===== src/design/psm_defines.svh =====
/*
 * Constants for the supply monitor flag logic: register address, bit
 * positions, reset value, trip codes and timing counts.
 * Assumes a 50 MHz core clock and an 8-bit special-function-register bus.
 */
// Summary of operation
// Monitor works only while enable bit 0 is 1; writing 0 disables it.
// Bits 4:3 pick digital trip: 00 4.63, 01 3.08, 10 2.93, 11 2.63 V.
// Bits 2:1 pick analog trip with the same code mapping.
// Bit 7 reads the live digital comparator, 1 above threshold.
// Bit 6 reads the live analog comparator, 1 above threshold.
// Low-supply flag sets whenever either comparator output is low.
// Both comparators high and staying high start 250 ms; expiry clears flag.
// Software may write the flag but cannot clear it while a supply is low.
// Flag raises an interrupt only when its external enable bit is set.
// Brief glitches on comparator outputs are filtered out.
// Control/status register reads 0xde after power-on.
// A comparator falling low during the hold-off restarts it; flag stays set.
// Both comparator outputs pass two flip-flops before any use.
`ifndef PSM_DEFINES_SVH
`define PSM_DEFINES_SVH

`define PSM_CTRL_ADDR 8'hdf
`define PSM_CTRL_RESET 8'hde

`define PSM_BIT_ENABLE 0
`define PSM_BIT_ANA_LO 1
`define PSM_BIT_ANA_HI 2
`define PSM_BIT_DIG_LO 3
`define PSM_BIT_DIG_HI 4
`define PSM_BIT_FLAG 5
`define PSM_BIT_ANA_CMP 6
`define PSM_BIT_DIG_CMP 7

`define PSM_TRIP_4V63 2'h0
`define PSM_TRIP_3V08 2'h1
`define PSM_TRIP_2V93 2'h2
`define PSM_TRIP_2V63 2'h3

`define PSM_CLK_HZ 50000000
`define PSM_HOLD_MS 250
`define PSM_MS_CYCLES (`PSM_CLK_HZ / 1000)
`define PSM_GLITCH_CYCLES 16

`endif


===== src/design/psm_pkg.sv =====
/*
 * Types shared by the supply monitor flag logic.
 * Assumes psm_defines.svh supplies the numeric constants.
 */
package psm_pkg;

	typedef logic [1:0] psm_trip_type;

	typedef enum logic [1:0]
	{
		PSM_IDLE = 2'b00,
		PSM_LOW = 2'b01,
		PSM_HOLD = 2'b10
	} psm_state_type;

endpackage : psm_pkg


===== src/design/psm_cmp_filter.sv =====
/*
 * Synchroniser and glitch filter for one comparator output.
 * Assumes the comparator output is asynchronous and idles high.
 */
`timescale 1ns/1ps
`include "psm_defines.svh"

module psm_cmp_filter
(
	input wire logic sys_clk,
	input wire logic rst_n,
	input wire logic cmp_raw,
	output logic cmp_sync,
	output logic cmp_filt
);

	import psm_pkg::*;

	logic meta_reg;
	logic sync_reg;
	logic filt_reg;
	logic [4:0] cnt_reg;
	logic [4:0] cnt_next;
	wire differs;
	wire settled;

	assign differs = sync_reg != filt_reg;
	assign settled = cnt_reg == 5'(`PSM_GLITCH_CYCLES - 1);
	assign cnt_next = differs ? cnt_reg + 5'h01 : 5'h00;

	// Two stages before any use
	always_ff @(posedge sys_clk or negedge rst_n)
	begin
		if (!rst_n)
		begin
			meta_reg <= 1'b1;
			sync_reg <= 1'b1;
		end
		else
		begin
			meta_reg <= cmp_raw;
			sync_reg <= meta_reg;
		end
	end

	// New level accepted only after it holds for the whole window
	always_ff @(posedge sys_clk or negedge rst_n)
	begin
		if (!rst_n)
		begin
			filt_reg <= 1'b1;
			cnt_reg <= 5'h00;
		end
		else if (differs && settled)
		begin
			filt_reg <= sync_reg;
			cnt_reg <= 5'h00;
		end
		else
			cnt_reg <= cnt_next;
	end

	assign cmp_sync = sync_reg;
	assign cmp_filt = filt_reg;

endmodule : psm_cmp_filter


===== src/design/psm_monitor.sv =====
/*
 * Supply monitor flag logic: control/status register on the SFR bus,
 * comparator conditioning, low-supply flag and 250 ms hold-off timer.
 * Assumes comparators and the interrupt controller sit outside and that
 * SFR bus strobes are one-cycle pulses synchronous to sys_clk.
 */
`timescale 1ns/1ps
`include "psm_defines.svh"

module psm_monitor
#(
	parameter int unsigned MS_CYCLES = `PSM_MS_CYCLES,
	parameter int unsigned HOLD_MS = `PSM_HOLD_MS
)
(
	input wire logic sys_clk,
	input wire logic rst_n,
	input wire logic [7:0] sfr_addr,
	input wire logic sfr_wr,
	input wire logic sfr_rd,
	input wire logic [7:0] sfr_wdata,
	output logic [7:0] sfr_rdata,
	output logic sfr_hit,
	input wire logic digital_supply_compare,
	input wire logic analog_supply_compare,
	output logic monitor_enable,
	output psm_pkg::psm_trip_type digital_threshold,
	output psm_pkg::psm_trip_type analog_threshold,
	input wire logic interrupt_enable_priority_two,
	output logic low_supply_flag,
	output logic low_supply_irq
);

	import psm_pkg::*;

	logic [4:0] ctrl_reg;
	logic [4:0] ctrl_next;
	logic flag_reg;
	logic flag_next;
	logic [7:0] rdata_reg;
	psm_state_type state_reg;
	psm_state_type state_next;
	logic [15:0] div_reg;
	logic [15:0] div_next;
	logic [7:0] hold_reg;
	logic [7:0] hold_next;
	logic [7:0] rdata_next;
	logic [1:0] cmp_raw;
	logic [1:0] cmp_sync;
	logic [1:0] cmp_filt;

	wire reg_sel;
	wire reg_wr;
	wire reg_rd;
	wire enabled;
	wire supply_low;
	wire supply_ok;
	wire in_hold;
	wire ms_end;
	wire hold_end;
	wire ms_tick;
	wire hold_done;
	wire hold_clear;
	wire sw_flag;
	wire clear_blocked;
	wire sw_write;
	wire [7:0] status_word;

	// Register address match
	function automatic logic addr_match(input logic [7:0] addr);
		addr_match = addr == `PSM_CTRL_ADDR;
	endfunction : addr_match

	assign cmp_raw[0] = analog_supply_compare;
	assign cmp_raw[1] = digital_supply_compare;

	genvar gi;
	generate
		for (gi = 0; gi < 2; gi = gi + 1)
		begin : g_cmp
			psm_cmp_filter u_filter
			(
				.sys_clk(sys_clk),
				.rst_n(rst_n),
				.cmp_raw(cmp_raw[gi]),
				.cmp_sync(cmp_sync[gi]),
				.cmp_filt(cmp_filt[gi])
			);
		end
	endgenerate

	// Bus decode
	assign reg_sel = addr_match(sfr_addr);
	assign reg_wr = sfr_wr && reg_sel;
	assign reg_rd = sfr_rd && reg_sel;
	assign sfr_hit = reg_sel && (sfr_wr || sfr_rd);

	// Control field writes
	assign ctrl_next = reg_wr ? sfr_wdata[4:0] : ctrl_reg;
	assign enabled = ctrl_reg[`PSM_BIT_ENABLE];

	// Low condition from filtered comparators
	assign supply_ok = cmp_filt[0] && cmp_filt[1];
	assign supply_low = enabled && !supply_ok;

	// Millisecond time base, restarted on entry to hold-off
	assign in_hold = state_reg == PSM_HOLD;
	assign ms_end = div_reg == 16'(MS_CYCLES - 1);
	assign hold_end = hold_reg == 8'(HOLD_MS - 1);
	assign ms_tick = in_hold && ms_end;
	assign hold_done = ms_tick && hold_end;

	// A clear is refused while a comparator reads low, glitch or not
	assign sw_flag = sfr_wdata[`PSM_BIT_FLAG];
	assign clear_blocked = enabled && !(cmp_sync[0] && cmp_sync[1]);
	assign sw_write = reg_wr && (sw_flag || !clear_blocked);

	// Flag: hardware set wins over any software write
	always_comb
	begin
		flag_next = flag_reg;
		if (supply_low)
			flag_next = 1'b1;
		else if (sw_write)
			flag_next = sw_flag;
		else if (hold_done)
			flag_next = 1'b0;
	end

	// Hold-off sequencing
	always_comb
	begin
		state_next = state_reg;
		case (state_reg)
			PSM_IDLE:
				if (supply_low)
					state_next = PSM_LOW;
			PSM_LOW:
				if (!supply_low)
					state_next = PSM_HOLD;
			PSM_HOLD:
				if (supply_low)
					state_next = PSM_LOW;
				else if (hold_done)
					state_next = PSM_IDLE;
			default:
				state_next = PSM_IDLE;
		endcase
	end

	// Read word: live comparators, flag and control fields
	assign status_word =
	{
		cmp_sync[1],
		cmp_sync[0],
		flag_reg,
		ctrl_reg
	};

	always_ff @(posedge sys_clk or negedge rst_n)
	begin
		if (!rst_n)
		begin
			ctrl_reg <= 5'(`PSM_CTRL_RESET & 8'h1f);
			flag_reg <= 1'b0;
		end
		else
		begin
			ctrl_reg <= ctrl_next;
			flag_reg <= flag_next;
		end
	end

	always_ff @(posedge sys_clk or negedge rst_n)
	begin
		if (!rst_n)
			state_reg <= PSM_IDLE;
		else
			state_reg <= state_next;
	end

	// Hold-off counters run only in the hold state, restart on any low
	assign hold_clear = !in_hold || supply_low;
	assign div_next = (hold_clear || ms_tick) ? 16'h0000
		: div_reg + 16'h0001;
	assign hold_next = hold_clear ? 8'h00
		: (ms_tick ? hold_reg + 8'h01 : hold_reg);

	always_ff @(posedge sys_clk or negedge rst_n)
	begin
		if (!rst_n)
		begin
			div_reg <= 16'h0000;
			hold_reg <= 8'h00;
		end
		else
		begin
			div_reg <= div_next;
			hold_reg <= hold_next;
		end
	end

	// Registered read data, zero for other addresses
	assign rdata_next = reg_rd ? status_word : 8'h00;
	always_ff @(posedge sys_clk or negedge rst_n)
	begin
		if (!rst_n)
			rdata_reg <= 8'h00;
		else if (sfr_rd)
			rdata_reg <= rdata_next;
	end

	assign sfr_rdata = rdata_reg;
	assign monitor_enable = ctrl_reg[`PSM_BIT_ENABLE];
	assign digital_threshold =
		ctrl_reg[`PSM_BIT_DIG_HI:`PSM_BIT_DIG_LO];
	assign analog_threshold =
		ctrl_reg[`PSM_BIT_ANA_HI:`PSM_BIT_ANA_LO];
	assign low_supply_flag = flag_reg;
	assign low_supply_irq = flag_reg && interrupt_enable_priority_two;

endmodule : psm_monitor


===== config.mk =====
export PLATFORM = sky130hd
export DESIGN_NAME = psm_monitor
export DESIGN_NICKNAME = d
export VERILOG_FILES = /design/src/design/psm_pkg.sv /design/src/design/psm_cmp_filter.sv /design/src/design/psm_monitor.sv
export VERILOG_INCLUDE_DIRS = /design/src /design/src/design
export SDC_FILE = /design/constraint.sdc
export NUM_CORES = 1
export LEC_CHECK = 0
export ABC_AREA = 1
export BUFFER_PORTS_ARGS = -buffer_cell sky130_fd_sc_hd__buf_2
export CORE_UTILIZATION = 40
export DETAILED_ROUTE_END_ITERATION = 7
export MAX_ROUTING_LAYER = met4
export PLACE_DENSITY = 0.68
export SETUP_SLACK_MARGIN = 0.02
export SYNTH_ARGS = -nofsm -noshare
export SYNTH_HDL_FRONTEND = slang
export SYNTH_HIERARCHICAL = 1
export SYNTH_SLANG_ARGS = --single-unit

===== constraint.sdc =====
create_clock -name sys_clk -period 3.9 [get_ports sys_clk]
set_input_delay 0.39 -clock sys_clk [delete_from_list [all_inputs] [get_ports sys_clk]]
set_output_delay 0.39 -clock sys_clk [all_outputs]
set_load 0.02 [all_outputs]

# == Yosys cells after proc, flatten, opt, wreduce, memory -nomap -nowiden ==
# Cells that the tools add are included.
# totals
ff_bits,56
inputBits,23
# classes
addsub,4
eq_ne,12
n_mux,16
n_reduce_logical,25
# ops
cell,count
two-way mux 8 bit,3
two-way mux 5 bit,4
adder 16 x 1 -> 16 bit (second input constant),1
== test 16 bit (second input constant),1
== test 8 bit (second input constant),2
two-way mux 16 bit,1
logical AND 1 bit,13
adder 5 x 1 -> 5 bit (second input constant),2
== test 5 x 4 -> 1 bit (second input constant),2
adder 8 x 1 -> 8 bit (second input constant),1
two-way mux 2 bit,4
case mux 2 bit (3 select lines),1
logical NOT 1 bit,4
logical OR 1 bit,4
!= test 2 bit (second input constant),2
two-way mux 1 bit,3
!= test 3 x 2 -> 1 bit (second input constant),1
AND reduction 3 bit,1
nonzero test 3 bit,1
== test 2 x 1 -> 1 bit (second input constant),1
== test 2 bit (second input constant),1
logical NOT 2 bit,1
!= test 1 bit,2
nonzero test 2 bit,1

# == Depth between registers and ports, before layout ==
# logic_depth
depth_word,8
depth_mapped,10
ltp_nobuf,9

# == Modules after synthesis ==
# The synthesis kept the hierarchy.
# modules_own_cells
module,n_inst,cells_each,area_each_um2
psm_monitor,1,286,2202.1
psm_cmp_filter,2,31,324.1

# == Least setup slack after synthesis ==
# Ideal clock, no wire load.
# synth_timing
path_kind,input to output
start,input sfr_rd
end,output sfr_hit
t_arrival_ns,1.092
required_ns,3.510
path_slack_ns,2.418
cell_stages,3
n_path_buf,1
path_cell_list,clkbuf_1 nand3_1 nand2_1
# synth_via
elab_chain_cells,2
# synth_lines
item,line_no,rtl
start: declaration,psm_monitor.sv:20,"input wire logic sfr_rd,"
logical OR 1 bit,psm_monitor.sv:96,assign sfr_hit = reg_sel && (sfr_wr || sfr_rd);
logical AND 1 bit,psm_monitor.sv:96,
end: declaration,psm_monitor.sv:23,"output logic sfr_hit,"
# No other way between the ends.

# == Worst setup path after layout ==
# layout_timing
start,register g_cmp[1].u_filter.filt_reg
end,register hold_reg[1]
# layout_via
elab_chain_cells,5
# layout_lines
item,line_no,rtl
start: declaration,psm_cmp_filter.sv:21,logic filt_reg;
start signal: assignment,psm_cmp_filter.sv:56,filt_reg <= sync_reg;
logical AND 1 bit *,psm_monitor.sv:103,assign supply_ok = cmp_filt[0] && cmp_filt[1];
logical NOT 1 bit *,psm_monitor.sv:104,assign supply_low = enabled && !supply_ok;
logical AND 1 bit *,psm_monitor.sv:104,
logical OR 1 bit *,psm_monitor.sv:183,assign hold_clear = !in_hold || supply_low;
two-way mux 8 bit or nonzero test 2 bit (tied branches),n/a,
end signal: assignment,psm_monitor.sv:199,hold_reg <= hold_next;
end: declaration,psm_monitor.sv:45,logic [7:0] hold_reg;
# Every way passes the cells marked *; elsewhere a longest branch is shown, timed or not.
# A chain may end at the register's enable or synchronous reset.

==> out/metrics.cfg <==
[die]
rows = 30
ios = 39
initial_core_util = 0.417
coreArea_um2 = 6830
chipWidth_um = 86.4
dieHeight_um = 86.4
dieArea_um2 = 7470

[cts]
cts_resized = 0
clockRootBuffer = clkbuf_8
path_clk_slew_ns = 0.10
clk_path_buf_depth = 2
cts.sinks = 56
cts_tree = built
cts_buffers = 5
ctsHtreeMaxLevel = 2
hold_buffers = 0
cts_setup_buffers = 0
clock_latency_ns = 0.31

[layout]
largest_reg_flops = 16
finalNetCount = 417
diodes = 0
fill_cells = 693
ff_latch_area_um2 = 1410
final_layout_size_suffix_gt1_frac = 0.191
area_growth_pct = 13.5
multi_input_area_um2 = 1200

[worst_setup_path]
cp_max_fo = 20
critPathLaunchType = register
critical_path_arrival_ns = 2.03
endpoint_kind = register
worstSetupPathType = reg2reg
critPathRequiredTime_ns = 4.11

[sta]
rsz0062_at_grt = false
fin_tns_setup_ns = 0
tightest_slew_ns = 0.708
hold_violations = 0
slew_headroom = 0.528
min_period_ns = 1.82
finalSetupViolCount = 0
max_freq_ghz = 0.550
final-max-slew-violation-count = 0
fin_crit_sh = 0.467
fin_skew_ns = 0.00429

[routing]
vias_per_cell = 4.74
routed_wirelength_um = 5230
first_pass_iters = 4
num_vias = 2294
wl_per_cell_um = 10.8
drt_iter0_drc = 85
drc_errors = 0
ant_nets = 0

[global_route]
grt_overflow = 0
grt_start_max_net_pins = 32
grt_usage = 0.162
grt_pass1_vias = 2174
antenna_found_initial = 0
grt_pass1_wl_um = 9320

[pwr]
power_leakage_nw = 1.60
p_per_area_nw_per_um2 = 322
total_power_mw = 1.04
peakVddDrop_v = 0.000136

[yosys]
synth-seq-area-share = 0.496
synth_fp_nets = 378
synth_seq_cells = 56
syn_area_per_cell_um2 = 8.19
yosys_warnings = 6
syn-cell-area_um2 = 2850
synth_cell_types = 29
syn_inst = 348

[flow_run]
max_cap_viol_count = 0

[hold_path]
min_path_type = in2async

[placed_design]
place_hpwl_um = 3870
place.gp.congestion = 0.832
portBuffers = 36

[status]
outcome = completed

metal layers:
metal,track usage,up-vias,routed length (µm)
li1,-,1169,-
met1,0.191,1067,2440
met2,0.273,47,2430
met3,0.0371,11,270
met4,0.0530,0,82
met5,-,-,0
synthesized netlist by cell type:
| library cell | n | share of area |
|---|---|---|
| buf_8 | 1 | 0.0053 |
| nand2_4 | 2 | 0.0079 |
| nand4_1 | 9 | 0.020 |
| nand2_2 | 13 | 0.029 |
| or2_0 | 2 | 0.0044 |
| and2_1 | 1 | 0.0022 |
| o22ai_1 | 8 | 0.018 |
| xnor2_1 | 3 | 0.0092 |
| nor2_1 | 61 | 0.080 |
| nand3_1 | 36 | 0.063 |
| inv_1 | 51 | 0.067 |
| o21ai_0 | 4 | 0.0070 |
| buf_4 | 1 | 0.0026 |
| a21o_1 | 1 | 0.0026 |
| dfrtp_1 | 46 | 0.40 |
| inv_2 | 1 | 0.0013 |
| clkbuf_1 | 2 | 0.0026 |
| buf_2 | 1 | 0.0018 |
| xor2_1 | 8 | 0.025 |
| dfstp_2 | 10 | 0.092 |
| a21oi_1 | 9 | 0.016 |
| o21bai_1 | 1 | 0.0026 |
| nand3b_1 | 1 | 0.0026 |
| nor2_8 | 1 | 0.0070 |
| nand2_1 | 62 | 0.082 |
| nor2_4 | 2 | 0.0079 |
| inv_4 | 1 | 0.0022 |
| nor3_1 | 3 | 0.0053 |
| ha_1 | 7 | 0.031 |
cell usage in the layout, fill, tap and decap left out:
cell type and count:
nand2_1 62, nor2_1 61, inv_1 51, dfrtp_1 46, nand3_1 36, buf_2 36, nand2_2 13, dfstp_2 10
nand4_1 9, a21oi_1 9, xor2_1 8, o22ai_1 8, ha_1 7, clkbuf_8 5, o21ai_0 4, nor3_1 3
xnor2_1 3, nor2_4 2, nand2_4 2, or2_0 2, inv_2 1, nor2_8 1, inv_4 1, o21bai_1 1
and2_1 1, a21o_1 1, nand3b_1 1, bufinv_16 1, inv_6 1, clkbuf_1 1, buf_4 1
logic make-up (layout without fill, tap and decap cells):
group / Yosys count / after routing / synth area share
fa+ha+maj: 7 / 7 / 0.0307
flops: 56 / 56 / 0.496
xor+xnor: 11 / 11 / 0.0338
compound gates: 23 / 23 / 0.0457
buf+inv: 58 / 98 / 0.0830
simple gates: 193 / 193 / 0.311
final timing paths:
kind                                            start                            to  slack (ns)  depth (start not counted)
setup / recovery           g_cmp[1].u_filter/cmp_filt                   hold_reg[1]        2.08                          7
hold reg to reg            g_cmp[0].u_filter/meta_reg    g_cmp[0].u_filter/cmp_sync        0.36                          0
min in group sys_clk            analog_supply_compare    g_cmp[0].u_filter/meta_reg        0.17                          1
max in group asynchronous                       rst_n    g_cmp[0].u_filter/cmp_filt        2.95                          2
hold / removal                                  rst_n  g_cmp[0].u_filter/cnt_reg[2]        0.12                          1
setup reg to reg           g_cmp[1].u_filter/cmp_filt                   hold_reg[1]        2.08                          7
cell type report:
| type | count | area share |
|---|---|---|
| Sequential cell | 56 | 0.437 |
| Clock inverter | 2 | 0.0120 |
| Timing Repair Buffer | 37 | 0.0580 |
| Inverter | 53 | 0.0623 |
| Clock buffer | 6 | 0.0224 |
| Multi-Input combinational cell | 234 | 0.371 |
| Tap cell | 96 | 0.0371 |
report_power, final:
group / internal [mW] / switching [mW]
Combinational: 0.0193 / 0.0323
Sequential: 0.595 / 0.00944
Clock: 0.194 / 0.190
Total: 0.809 / 0.231
critical path, stage by stage (launching register included):
cell,delay [ns]
dfstp_2,0.57
nand2_1,0.05
nand2_1,0.12
nand2_1,0.17
inv_1,0.39
nand2_4,0.26
nand2_2,0.12
nand2_2,0.04
metrics by stage:
stage / hold slack, ns / instances / cell area, µm² / setup WS (ns) / util
2_1_floorplan: 0.0944 / 348 / 2850 / 2.42 / -
3_3_place_gp: 0.347 / 476 / 3120 / 2.07 / 0.457
3_5_place_dp: 0.350 / 476 / 3120 / 2.09 / 0.457
4_1_cts: 0.132 / 484 / 3230 / 2.06 / 0.473
5_1_grt: 0.152 / 484 / 3230 / 1.89 / 0.473
6_report: 0.115 / 484 / 3230 / 2.08 / 0.473
(Power assumes the default switching activity.)
